**config.mk**
```make
export PLATFORM = sky130hd
export DESIGN_NAME = obpv_ctrl
export DESIGN_NICKNAME = d
export VERILOG_FILES = /design/src/core/obpv_ctrl.v /design/src/core/obpv_timer.v
export VERILOG_INCLUDE_DIRS = /design/src /design/src/core
export SDC_FILE = /design/constraint.sdc
export NUM_CORES = 1
export LEC_CHECK = 0
export BUFFER_PORTS_ARGS = -buffer_cell sky130_fd_sc_hd__buf_4
export CAP_MARGIN = 25
export CORE_ASPECT_RATIO = 1.25
export CORE_MARGIN = 5
export CORE_UTILIZATION = 35
export DETAILED_ROUTE_END_ITERATION = 8
export PLACE_DENSITY = 0.62
export SETUP_SLACK_MARGIN = 0.2
export SKIP_CTS_REPAIR_TIMING = 1
export SYNTH_ARGS = -nofsm -noshare
export SYNTH_HDL_FRONTEND = slang
export SYNTH_SLANG_ARGS = --single-unit
```
**constraint.sdc**
```tcl
create_clock -name mclk -period 3.28 [get_ports mclk]
set_input_delay 0.328 -clock mclk [delete_from_list [all_inputs] [get_ports mclk]]
set_output_delay 0.328 -clock mclk [all_outputs]
set_load 0.01 [all_outputs]
```
**src/core/obpv_map.vh**
```
// Constants for the one-time-programmable memory programming controller.
// Assumes inclusion by bare name from the controller under core/ and from the pin checker.
`ifndef OBPV_MAP_VH
`define OBPV_MAP_VH
// ****************************************************************
// Geometry
// ****************************************************************
`define OBPV_ADDR_W        17
`define OBPV_DATA_W        8
`define OBPV_ADDR_FIRST    17'h00000
`define OBPV_ADDR_LAST     17'h1ffff
`define OBPV_ID_ADDR_MAKER 17'h00000
`define OBPV_ID_ADDR_TYPE  17'h00001
// ****************************************************************
// Timing, at a 50 MHz clock
// ****************************************************************
`define OBPV_CLK_MHZ       50
`define OBPV_PULSE_US      100
`define OBPV_PULSE_MIN_US  95
`define OBPV_PULSE_MAX_US  105
`define OBPV_SETUP_US      2
// The counts are the microsecond figures above times the clock rate.
// They are sized to the timer so that loading one never drops bits.
`define OBPV_PULSE_CYC     16'h1388
`define OBPV_SETUP_CYC     16'h0064
`define OBPV_TMR_W         16
// ****************************************************************
// Retry limit
// ****************************************************************
`define OBPV_RETRY_MAX     4'ha
`define OBPV_RETRY_W       4
`endif

```
**src/core/obpv_ctrl.v**
```verilog
// Programmer for a 128K x 8 one-time-programmable memory: program, verify, read ID.
// Assumes source bytes arrive one cycle after src_addr and external supply switches.
`timescale 1ns/1ps
`default_nettype none
`include "obpv_map.vh"
module obpv_ctrl (
    input  wire        mclk,              // System clock, 50 MHz.
    input  wire        rst,               // Synchronous reset, active high.
    input  wire        start_prog,        // Pulse: start a programming run.
    input  wire        start_id,          // Pulse: read both ID bytes.
    output reg  [16:0] src_addr,          // Address of wanted source byte.
    input  wire [7:0]  src_data,          // Source byte, valid a cycle later.
    output reg  [16:0] mem_addr,          // Memory address pins.
    output reg  [7:0]  data_out,          // Data to memory pins.
    output reg         data_oe_n,         // Low while we drive data.
    input  wire [7:0]  byte_outputs,      // Data from memory pins.
    output reg         chip_en_n,         // Chip enable, active low.
    output reg         out_en_n,          // Output enable, active low.
    output reg         program_strobe_n,  // Program strobe, active low.
    output reg         id_mode_address_pin, // Request high ID voltage.
    output reg         vcc_prog,          // Core supply to 6.5V, else 5.0V.
    output reg         vpp_prog,          // Program supply to 13.0V, else 5.0V.
    output reg         busy,              // Run in progress.
    output reg         done_pass,         // Pulse: device passed.
    output reg         done_fail,         // Pulse: device failed.
    output reg  [7:0]  maker_code,        // Maker ID byte read.
    output reg  [7:0]  type_code          // Device type ID byte read.
);
// ****************************************************************
// States
// ****************************************************************
    localparam S_IDLE = 12'h001, S_VCC = 12'h002, S_VPP = 12'h004, S_SET = 12'h008;
    localparam S_PULSE = 12'h010, S_HOLD = 12'h020, S_RD = 12'h040, S_CMP = 12'h080;
    localparam S_VPPOFF = 12'h100, S_VCCOFF = 12'h200, S_IDRD = 12'h400, S_END = 12'h800;
    reg [11:0] state_r;
    reg [1:0]  pass_r;            // 0 program, 1 verify loop, 2 final compare.
    reg [3:0]  retry_r;
    reg        fail_r;
    reg        id_sel_r;
    reg [7:0]  want_r;
    reg [7:0]  rd_s1_r, rd_s2_r;
    reg        tmr_load;
    reg [15:0] tmr_count;
    wire       tmr_done;
    function is_last;
        input [16:0] a;
        is_last = (a == `OBPV_ADDR_LAST);
    endfunction
    obpv_timer u_tmr (
        .mclk  (mclk),
        .rst   (rst),
        .load  (tmr_load),
        .count (tmr_count),
        .done  (tmr_done)
    );
    // Memory data crosses no clock but is asynchronous to us, so it is synchronised.
    always @(posedge mclk) begin
        rd_s1_r <= byte_outputs;
        rd_s2_r <= rd_s1_r;
    end
// ****************************************************************
// Sequencer
// ****************************************************************
    always @(posedge mclk) begin
        if (rst) begin
            state_r <= S_IDLE; pass_r <= 2'd0; retry_r <= 4'h0; fail_r <= 1'b0;
            id_sel_r <= 1'b0; want_r <= 8'h00; tmr_load <= 1'b0; tmr_count <= 16'h0000;
            src_addr <= `OBPV_ADDR_FIRST; mem_addr <= `OBPV_ADDR_FIRST;
            data_out <= 8'h00; data_oe_n <= 1'b1; chip_en_n <= 1'b1; out_en_n <= 1'b1;
            program_strobe_n <= 1'b1; id_mode_address_pin <= 1'b0;
            vcc_prog <= 1'b0; vpp_prog <= 1'b0; busy <= 1'b0;
            done_pass <= 1'b0; done_fail <= 1'b0; maker_code <= 8'h00; type_code <= 8'h00;
        end else begin
            tmr_load <= 1'b0;
            done_pass <= 1'b0;
            done_fail <= 1'b0;
            case (state_r)
            S_IDLE: begin
                if (start_prog) begin
                    busy <= 1'b1; pass_r <= 2'd0; fail_r <= 1'b0;
                    mem_addr <= `OBPV_ADDR_FIRST;
                    src_addr <= `OBPV_ADDR_FIRST;
                    vcc_prog <= 1'b1;
                    tmr_count <= `OBPV_SETUP_CYC; tmr_load <= 1'b1;
                    state_r <= S_VCC;
                end else if (start_id) begin
                    busy <= 1'b1; id_sel_r <= 1'b0;
                    mem_addr <= `OBPV_ID_ADDR_MAKER;
                    id_mode_address_pin <= 1'b1;
                    chip_en_n <= 1'b0; out_en_n <= 1'b0;
                    tmr_count <= `OBPV_SETUP_CYC; tmr_load <= 1'b1;
                    state_r <= S_IDRD;
                end
            end
            S_VCC: if (tmr_done) begin
                vpp_prog <= 1'b1;
                tmr_count <= `OBPV_SETUP_CYC; tmr_load <= 1'b1;
                state_r <= S_VPP;
            end
            S_VPP: if (tmr_done) begin
                want_r <= src_data; chip_en_n <= 1'b0;
                tmr_count <= `OBPV_SETUP_CYC; tmr_load <= 1'b1;
                state_r <= S_SET;
            end
            S_SET: begin
                data_out <= want_r; data_oe_n <= 1'b0; out_en_n <= 1'b1;
                if (tmr_done) begin
                    program_strobe_n <= 1'b0;
                    tmr_count <= `OBPV_PULSE_CYC; tmr_load <= 1'b1;
                    state_r <= S_PULSE;
                end
            end
            S_PULSE: if (tmr_done) begin
                program_strobe_n <= 1'b1;
                tmr_count <= `OBPV_SETUP_CYC; tmr_load <= 1'b1;
                state_r <= S_HOLD;
            end
            S_HOLD: if (tmr_done) begin
                data_oe_n <= 1'b1;
                if (pass_r == 2'd0) begin
                    if (is_last(mem_addr)) begin
                        pass_r <= 2'd1; retry_r <= 4'h0;
                        mem_addr <= `OBPV_ADDR_FIRST; src_addr <= `OBPV_ADDR_FIRST;
                        tmr_count <= `OBPV_SETUP_CYC; tmr_load <= 1'b1;
                        out_en_n <= 1'b0;
                        state_r <= S_RD;
                    end else begin
                        mem_addr <= mem_addr + 17'h00001;
                        src_addr <= mem_addr + 17'h00001;
                        tmr_count <= `OBPV_SETUP_CYC; tmr_load <= 1'b1;
                        state_r <= S_VPP;
                    end
                end else begin
                    retry_r <= retry_r + 4'h1;
                    out_en_n <= 1'b0;
                    tmr_count <= `OBPV_SETUP_CYC; tmr_load <= 1'b1;
                    state_r <= S_RD;
                end
            end
            S_RD: begin
                want_r <= src_data;
                program_strobe_n <= 1'b1; chip_en_n <= 1'b0; out_en_n <= 1'b0;
                if (tmr_done) state_r <= S_CMP;
            end
            S_CMP: begin
                if (rd_s2_r == want_r || pass_r == 2'd2) begin
                    if (rd_s2_r != want_r) fail_r <= 1'b1;
                    if (is_last(mem_addr)) begin
                        out_en_n <= 1'b1; chip_en_n <= 1'b1;
                        if (pass_r == 2'd1) begin
                            vpp_prog <= 1'b0;
                            tmr_count <= `OBPV_SETUP_CYC; tmr_load <= 1'b1;
                            state_r <= S_VPPOFF;
                        end else begin
                            state_r <= S_END;
                        end
                    end else begin
                        mem_addr <= mem_addr + 17'h00001;
                        src_addr <= mem_addr + 17'h00001;
                        retry_r <= 4'h0;
                        tmr_count <= `OBPV_SETUP_CYC; tmr_load <= 1'b1;
                        state_r <= S_RD;
                    end
                end else if (retry_r == `OBPV_RETRY_MAX) begin
                    fail_r <= 1'b1; out_en_n <= 1'b1; chip_en_n <= 1'b1;
                    vpp_prog <= 1'b0;
                    pass_r <= 2'd3;
                    tmr_count <= `OBPV_SETUP_CYC; tmr_load <= 1'b1;
                    state_r <= S_VPPOFF;
                end else begin
                    out_en_n <= 1'b1;
                    tmr_count <= `OBPV_SETUP_CYC; tmr_load <= 1'b1;
                    state_r <= S_SET;
                end
            end
            S_VPPOFF: if (tmr_done) begin
                vcc_prog <= 1'b0;
                tmr_count <= `OBPV_SETUP_CYC; tmr_load <= 1'b1;
                state_r <= S_VCCOFF;
            end
            S_VCCOFF: if (tmr_done) begin
                if (pass_r == 2'd3) begin
                    state_r <= S_END;
                end else begin
                    pass_r <= 2'd2;
                    mem_addr <= `OBPV_ADDR_FIRST; src_addr <= `OBPV_ADDR_FIRST;
                    chip_en_n <= 1'b0; out_en_n <= 1'b0;
                    tmr_count <= `OBPV_SETUP_CYC; tmr_load <= 1'b1;
                    state_r <= S_RD;
                end
            end
            S_IDRD: if (tmr_done) begin
                if (!id_sel_r) begin
                    maker_code <= rd_s2_r;
                    id_sel_r <= 1'b1;
                    mem_addr <= `OBPV_ID_ADDR_TYPE;
                    tmr_count <= `OBPV_SETUP_CYC; tmr_load <= 1'b1;
                end else begin
                    type_code <= rd_s2_r;
                    id_mode_address_pin <= 1'b0;
                    chip_en_n <= 1'b1; out_en_n <= 1'b1;
                    mem_addr <= `OBPV_ADDR_FIRST;
                    busy <= 1'b0;
                    state_r <= S_IDLE;
                end
            end
            S_END: begin
                busy <= 1'b0;
                done_pass <= ~fail_r;
                done_fail <= fail_r;
                state_r <= S_IDLE;
            end
            default: state_r <= S_IDLE;
            endcase
        end
    end
endmodule
`default_nettype wire

```
**src/core/obpv_timer.v**
```verilog
// Down counter that raises done for one cycle, the loaded count of cycles after the load.
// Assumes a synchronous active-high reset on the same clock.
`timescale 1ns/1ps
`default_nettype none
module obpv_timer (
    input  wire        mclk,   // System clock.
    input  wire        rst,    // Synchronous reset.
    input  wire        load,   // Load pulse.
    input  wire [15:0] count,  // Cycles to wait.
    output reg         done    // Pulse when count elapses.
);
    reg [15:0] cnt_r;
    reg        run_r;
    always @(posedge mclk) begin
        if (rst) begin
            cnt_r <= 16'h0000;
            run_r <= 1'b0;
            done  <= 1'b0;
        end else begin
            done <= 1'b0;
            if (load) begin
                cnt_r <= count;
                run_r <= 1'b1;
            end else if (run_r) begin
                if (cnt_r <= 16'h0001) begin
                    run_r <= 1'b0;
                    done  <= 1'b1;
                end else begin
                    cnt_r <= cnt_r - 16'h0001;
                end
            end
        end
    end
endmodule
`default_nettype wire

```
### Word level (Yosys, flattened, before mapping)

Index checks and enable logic that the tools add are counted.

* add/subtract/negate cells: 3
* $lt $le $gt $ge: 1
* equality and inequality tests: 49
* bitwise gates (word level): 4
* reductions and logical operators: 41
* mux-type cells: 119

Operators by type and width (number)
* $mux W16: 14
* $mux W12: 17
* $mux W17: 11
* $pmux W12 S11: 1
* $pmux W16 S6: 1
* $pmux W17 S5: 1
* $pmux W17 S4: 1
* $mux W1: 43
* $reduce_and A9 Y1: 3
* $ne A2 B2 Y1 const B: 13
* $mux W4: 5
* $ne A2 B1 Y1 const B: 10
* $reduce_and A10 Y1: 2
* $ne A3 B3 Y1 const B: 6
* $add A17 B1 Y17 const B: 1
* $eq A17 B17 Y1 const B: 1
* $le A16 B1 Y1 const B: 1
* $mux W2: 8
* $pmux W8 S2: 1
* $reduce_bool A2 Y1: 8
* $sub A16 B1 Y16 const B: 1
* $reduce_and A5 Y1: 3
* $eq A12 B1 Y1 const B: 1
* $eq A12 B10 Y1 const B: 1
* 44 further kinds: 63

* flip-flop bits (word level): 147
* output and inout port bits: 68
* logic and storage cells: 245
* input port bits: 20

### Longest topological paths before layout

* depth in word-level cells: 5
* gate-level depth with buffers: 15
* mapped depth without buffers: 12

### Hierarchy

A second synthesis with hierarchy kept.

* cell total of the unflattened synthesis: 724
* area, all modules: 6281.0 um2

By module, submodules not included
* obpv_ctrl: seq. area each 2302.2 um2, instances 1, cells each 582, area an instance 5131.2 um2
* obpv_timer: seq. area each 360.3 um2, instances 1, cells each 142, area an instance 1149.9 um2

### Least setup slack after synthesis

Ideal clock, no wire load.

* path kind: register -> register
* from: register mem_addr[0]
* to: register mem_addr[12]
* arrival time: 3088 ps
* period minus slack after synthesis: 3221 ps
* data required time: 3148 ps
* buffers on the path: 3
* setup time: 132 ps
* setup slack: 59 ps
* cell stages (with the launch flop): 16
* cell sequence: dfxtp_1 > ha_1 > and3_1 > clkbuf_1 > and3_1 > and4_1 > and3_1 > ha_1 > inv_1 > and4_1 > clkbuf_1 > nor2_1 > clkbuf_1 > o22ai_1 > o31ai_1 > a21oi_1

* longest elaborated chain between the ends: 5
* elaborated cells on any way between the ends: 10
* those cells by class: 1 x add/sub; 2 x eq/ne; 6 x mux; 1 x reduce/logical

Ends and longest elaborated chain
* start: declaration: line obpv_ctrl.v:13 `output reg [16:0] mem_addr,`
* start signal: assignment: line obpv_ctrl.v:68 `` src_addr <= `OBPV_ADDR_FIRST; mem_addr <= `OBPV_ADDR_FIRST; ``
* start signal: assignment: line obpv_ctrl.v:81 `` mem_addr <= `OBPV_ADDR_FIRST; ``
* start signal: assignment: line obpv_ctrl.v:88 `` mem_addr <= `OBPV_ID_ADDR_MAKER; ``
* $add A17 B1 Y17 or $eq A17 B17 Y1 (tied branches)
* $mux W17: line obpv_ctrl.v:121 `if (is_last(mem_addr)) begin`
* $mux W17: line obpv_ctrl.v:120 `if (pass_r == 2'd0) begin`
* $mux W17: line obpv_ctrl.v:118 `S_HOLD: if (tmr_done) begin`
* $pmux W17 S5: line obpv_ctrl.v:77 `case (state_r)`

Parallel ways exist; a longest one is shown, timed or not. The select of a mux whose other input is x is not followed.
A chain may end at the register's enable or synchronous reset.

### Final worst setup path

* from: register mem_addr[0]
* to: register src_addr[15]

* longest elaborated chain between the ends: 5
* elaborated cells on any way between the ends: 10
* those cells by class: 1 x add/sub; 2 x eq/ne; 6 x mux; 1 x reduce/logical

Ends and longest elaborated chain
* $add A17 B1 Y17 or $eq A17 B17 Y1 (tied branches)
* $mux W17: line obpv_ctrl.v:121
* $mux W17: line obpv_ctrl.v:120
* $mux W17: line obpv_ctrl.v:118
* $pmux W17 S4: line obpv_ctrl.v:77
* end signal: assignment: line obpv_ctrl.v:82 `` src_addr <= `OBPV_ADDR_FIRST; ``
* end signal: assignment: line obpv_ctrl.v:123 `` mem_addr <= `OBPV_ADDR_FIRST; src_addr <= `OBPV_ADDR_FIRST; ``
* end signal: assignment: line obpv_ctrl.v:129 `src_addr <= mem_addr + 17'h00001;`
* end: declaration: line obpv_ctrl.v:11 `output reg [16:0] src_addr,`

Parallel ways exist; a longest one is shown, timed or not. The select of a mux whose other input is x is not followed.

==> results.txt <==
----------------------------------------------------
[Status]
  Result of the run ... finished clean

[Clock tree]
  Max Root-Sink Buffers ... 2
  H-Tree Level Count ... 4
  TritonCTS buffer count ... 17
  Clock sink count ... ~130
  CTS root buffer ... sky130_fd_sc_hd__clkbuf_16
  Clock tree from TritonCTS ... built
  Clock-pin slew on the worst setup and hold paths ... 0.06 ns
  Skew-Pair Late Insertion Delay ... about 0.43 ns

[Setup path]
  Critical path's largest stage delay ... between 0.4 and 0.5 ns
  Crit Path Category ... flop to flop
  Slowest cell on the critical path ... sky130_fd_sc_hd__or3_1
  Cell occurring most often along the worst timing path ... sky130_fd_sc_hd__and3_1
  Cells along the critical path ... ha_1 > and3_1 > and3_1 > and4_1 > and3_1 > ha_1 > inv_1 > buf_4 > a21oi_1 > or3_1 > o41ai_1
  Data required time of the worst path ... around 3.6 ns
  Maximum fanout along the worst path ... 7
  Endpoint class of the critical path ... flop
  Worst setup SP type ... flop
  Critical path arrival ... ~3.2 ns

[Global routing]
  Largest net degree at the start of global routing ... between 50 and 60
  GRT met1 Usage ... a little under a quarter
  Wire length of the first global-routing pass ... 30200 um
  Global routing met3 resource utilization ... approximately 4%
  Overflow left after global routing ... 0
  Global-route usage over all layers ... 18.1%
  Initial antenna violation count ... 0
  Met2 demand-to-capacity share in global routing ... ~29%
  Peak-usage layer in the global routing report ... met2
  Via count of the first global-routing pass ... ~5700

[Logic synthesis]
  Syn_nets ... between 700 and 800
  Cell taking the most area after synthesis ... sky130_fd_sc_hd__dfxtp_1
  Number of synthesized register bits ... about 130
  Yosys Warn Count ... 0
  Register area share after synthesis ... 42.4%
  Syn Area/Cell ... between 8 and 9 sq um
  Number of instances in the synthesized netlist ... approximately 730
  Portion of synthesized cell area occupied by the leading cell type ... between 40% and 50%
  Number of enable flip-flop cells after synthesis ... 0
  Cells taking the most area after synthesis ... sky130_fd_sc_hd__dfxtp_1 42%, sky130_fd_sc_hd__a21oi_1 5.1%, sky130_fd_sc_hd__nor2_1 4.5%, sky130_fd_sc_hd__xnor2_1 3.8%, sky130_fd_sc_hd__mux2i_1 3.3%
  Post-synthesis async set-or-reset flop share ... 0%
  Number of distinct library cells after synthesis ... between 60 and 70
  Predominant post-synthesis flop cell ... sky130_fd_sc_hd__dfxtp_1
  Post-synth design cell area ... about 6300 sq um

[Placed design]
  Detailed-placement wirelength estimate ... about 13000 um
  Placer congestion estimate ... 0.908
  Port-buffer cells ... between 80 and 90

[Power]
  Peak ir drop on the vdd network ... between 0.4 and 0.5 mV
  Power per cell area ... approximately 670 nW/um^2
  Leakage power summed over all cells ... approximately 3.1 nW

[Drt]
  Average detailed-routed wire length per instance ... about 17 um
  Number of nets with antenna violations after detailed routing ... 0
  Via Count ... just under 6000
  Wire length reported by the detailed router ... about 19000 um
  Iteration-0 DRC Markers ... ~470
  Vias per cell ... around 5.5
  1st-pass router iterations ... 5
  Number of remaining DRC errors ... 0

[Timing]
  Final worst hold slack ... roughly 0.14 ns
  Final cycle utilization of the critical path ... between 80 and 90%
  Fmax achieved ... between 300 and 400 MHz
  # setup viols final ... 0
  Max-Slew Margin vs Limit ... a little over two fifths
  Setup TNS ... 0 ns
  Final setup skew ... around 0.010 ns
  Transition at the pin with the smallest max-transition slack ... between 0.8 and 0.9 ns
  Endpoints failing hold ... 0
  Max-slew violation count ... 0
  Final critical path time including I/O delays and setup ... roughly 2.9 ns
  Setup repair after global routing missed its margin ... no

[Die]
  Standard cell core area ... about 18000 sq um
  Initial core utilization ... between 30% and 40%
  Number of rows created at floorplan ... between 50 and 60
  I/O pin total ... 88
  Floorplan die width ... about 130 um
  Die Span Y ... roughly 160 um
  Die area ... 20700 sq um

[Finish]
  Ratio of cells with drive above 1 in the final layout ... roughly 20%
  Highest-count cells in the layout ignoring fill and taps ... 133 x sky130_fd_sc_hd__dfxtp_1, 125 x sky130_fd_sc_hd__buf_4, 74 x sky130_fd_sc_hd__nor2_1, 64 x sky130_fd_sc_hd__a21oi_1, 54 x sky130_fd_sc_hd__nand2_1
  P&R area growth vs syn ... 27.4%
  Diodes inserted ... 0
  Number of nets in the finished design ... roughly 860
  Most common cell after layout, fill and taps aside ... sky130_fd_sc_hd__dfxtp_1
  Number of filler instances in the final layout ... between 1500 and 2000

[Job]
  Max-cap check violation count ... 0

[Hold path]
  Class of the worst hold path ... input port to flop

----------------------------------------------------
cell type report:
class                   count  area (sq um)  area share, %
clock buffers              19           433           5.41
clock inverters            13           171           2.14
inverters                  12          45.0          0.563
multi-input cells         536          3390           42.3
flip-flops and latches    133          2660           33.3
well taps                 224           280           3.50
repair buffers            133          1020           12.7
state kept, by name (all words and copies together), names as in the netlist, 4 cells and up:
name,count
data_out,8
maker_code,8
mem_addr,17
rd_s1_r,8
rd_s2_r,8
retry_r,4
src_addr,17
state_r,12
type_code,8
u_tmr.cnt_r,16
want_r,8
path summary, 6_finish.rpt:
path	from	to	slack (ns)	cells past startpoint
hold reg to reg	rd_s1_r[6]$_DFF_P_	rd_s2_r[6]$_DFF_P_	0.33	0
setup reg to reg	mem_addr[0]$_SDFFE_PP0P_	src_addr[15]$_SDFFE_PP0P_	0.38	11
setup / recovery	mem_addr[0]$_SDFFE_PP0P_	src_addr[15]$_SDFFE_PP0P_	0.38	11
hold / removal	src_data[2]	want_r[2]$_SDFFE_PP0P_	0.14	3
report_power, final:
group	total [mW]	switching [mW]	internal, mW
registers	1.91	0.148	1.76
clock network	1.97	0.759	1.21
logic	1.49	0.885	0.607
total	5.36	1.79	3.57
critical path: cells and delay by family (launching register included):
| kind | cells | cell delay [ns] |
|---|---|---|
| and+or+nand+nor | 5 | 1.29 |
| AOI/OAI and AO/OA | 2 | 0.46 |
| adders and majority gates | 2 | 0.45 |
| DFF | 1 | 0.35 |
| buffers and inverters | 2 | 0.23 |
cells in the mapped netlist (7+ instances only):
library cell               instances
sky130_fd_sc_hd__dfxtp_1         133
sky130_fd_sc_hd__nand4_1          23
sky130_fd_sc_hd__or4_1            13
sky130_fd_sc_hd__xnor2_1          27
sky130_fd_sc_hd__mux2i_1          21
sky130_fd_sc_hd__nor2b_1          14
sky130_fd_sc_hd__clkbuf_1         36
sky130_fd_sc_hd__inv_1            12
sky130_fd_sc_hd__a21oi_1          64
sky130_fd_sc_hd__o22ai_1           8
sky130_fd_sc_hd__nor4_1           10
sky130_fd_sc_hd__o21ai_0          33
sky130_fd_sc_hd__xor2_1           11
sky130_fd_sc_hd__o21a_1            7
sky130_fd_sc_hd__nor3_1           17
sky130_fd_sc_hd__nor2_1           75
sky130_fd_sc_hd__and3_1           12
sky130_fd_sc_hd__o31ai_1          17
sky130_fd_sc_hd__nand2_1          54
sky130_fd_sc_hd__nand3_1          17
sky130_fd_sc_hd__and4_1            8
routing by layer:
| metal | up-vias | share of wire, % |
|---|---|---|
| met3 | 31 | 4.9 |
| met1 | 2791 | 45 |
| met4 | 0 | 2.3 |
| met5 | - | 0 |
| li1 | 2886 | - |
| met2 | 153 | 48 |
per-stage QoR:
step           area [sq um]  utilization (%)  cells  setup WS (ns)  total power [mW]
2_1_floorplan          6290                -    728          0.294              2.94
3_3_place_gp           7300             41.6   1030          0.398              3.40
6_report               8000             45.5   1070          0.384              5.36
5_1_grt                8000             45.5   1070          0.198              5.65
3_5_place_dp           7300             41.6   1030          0.320              3.40
4_1_cts                7910             45.0   1062          0.298              5.37
kinds of logic after synthesis:
group	after synthesis	synth area share, %
AND/OR/NAND/NOR	280	23.9
AO/OA/AOI/OAI	190	19.8
flip-flops	133	42.4
buffers and inverters	59	3.85
XOR/XNOR	38	5.30
multiplexers	22	3.53
adder cells (fa/ha/maj)	6	1.20
Power figures use the tool's default switching activity.
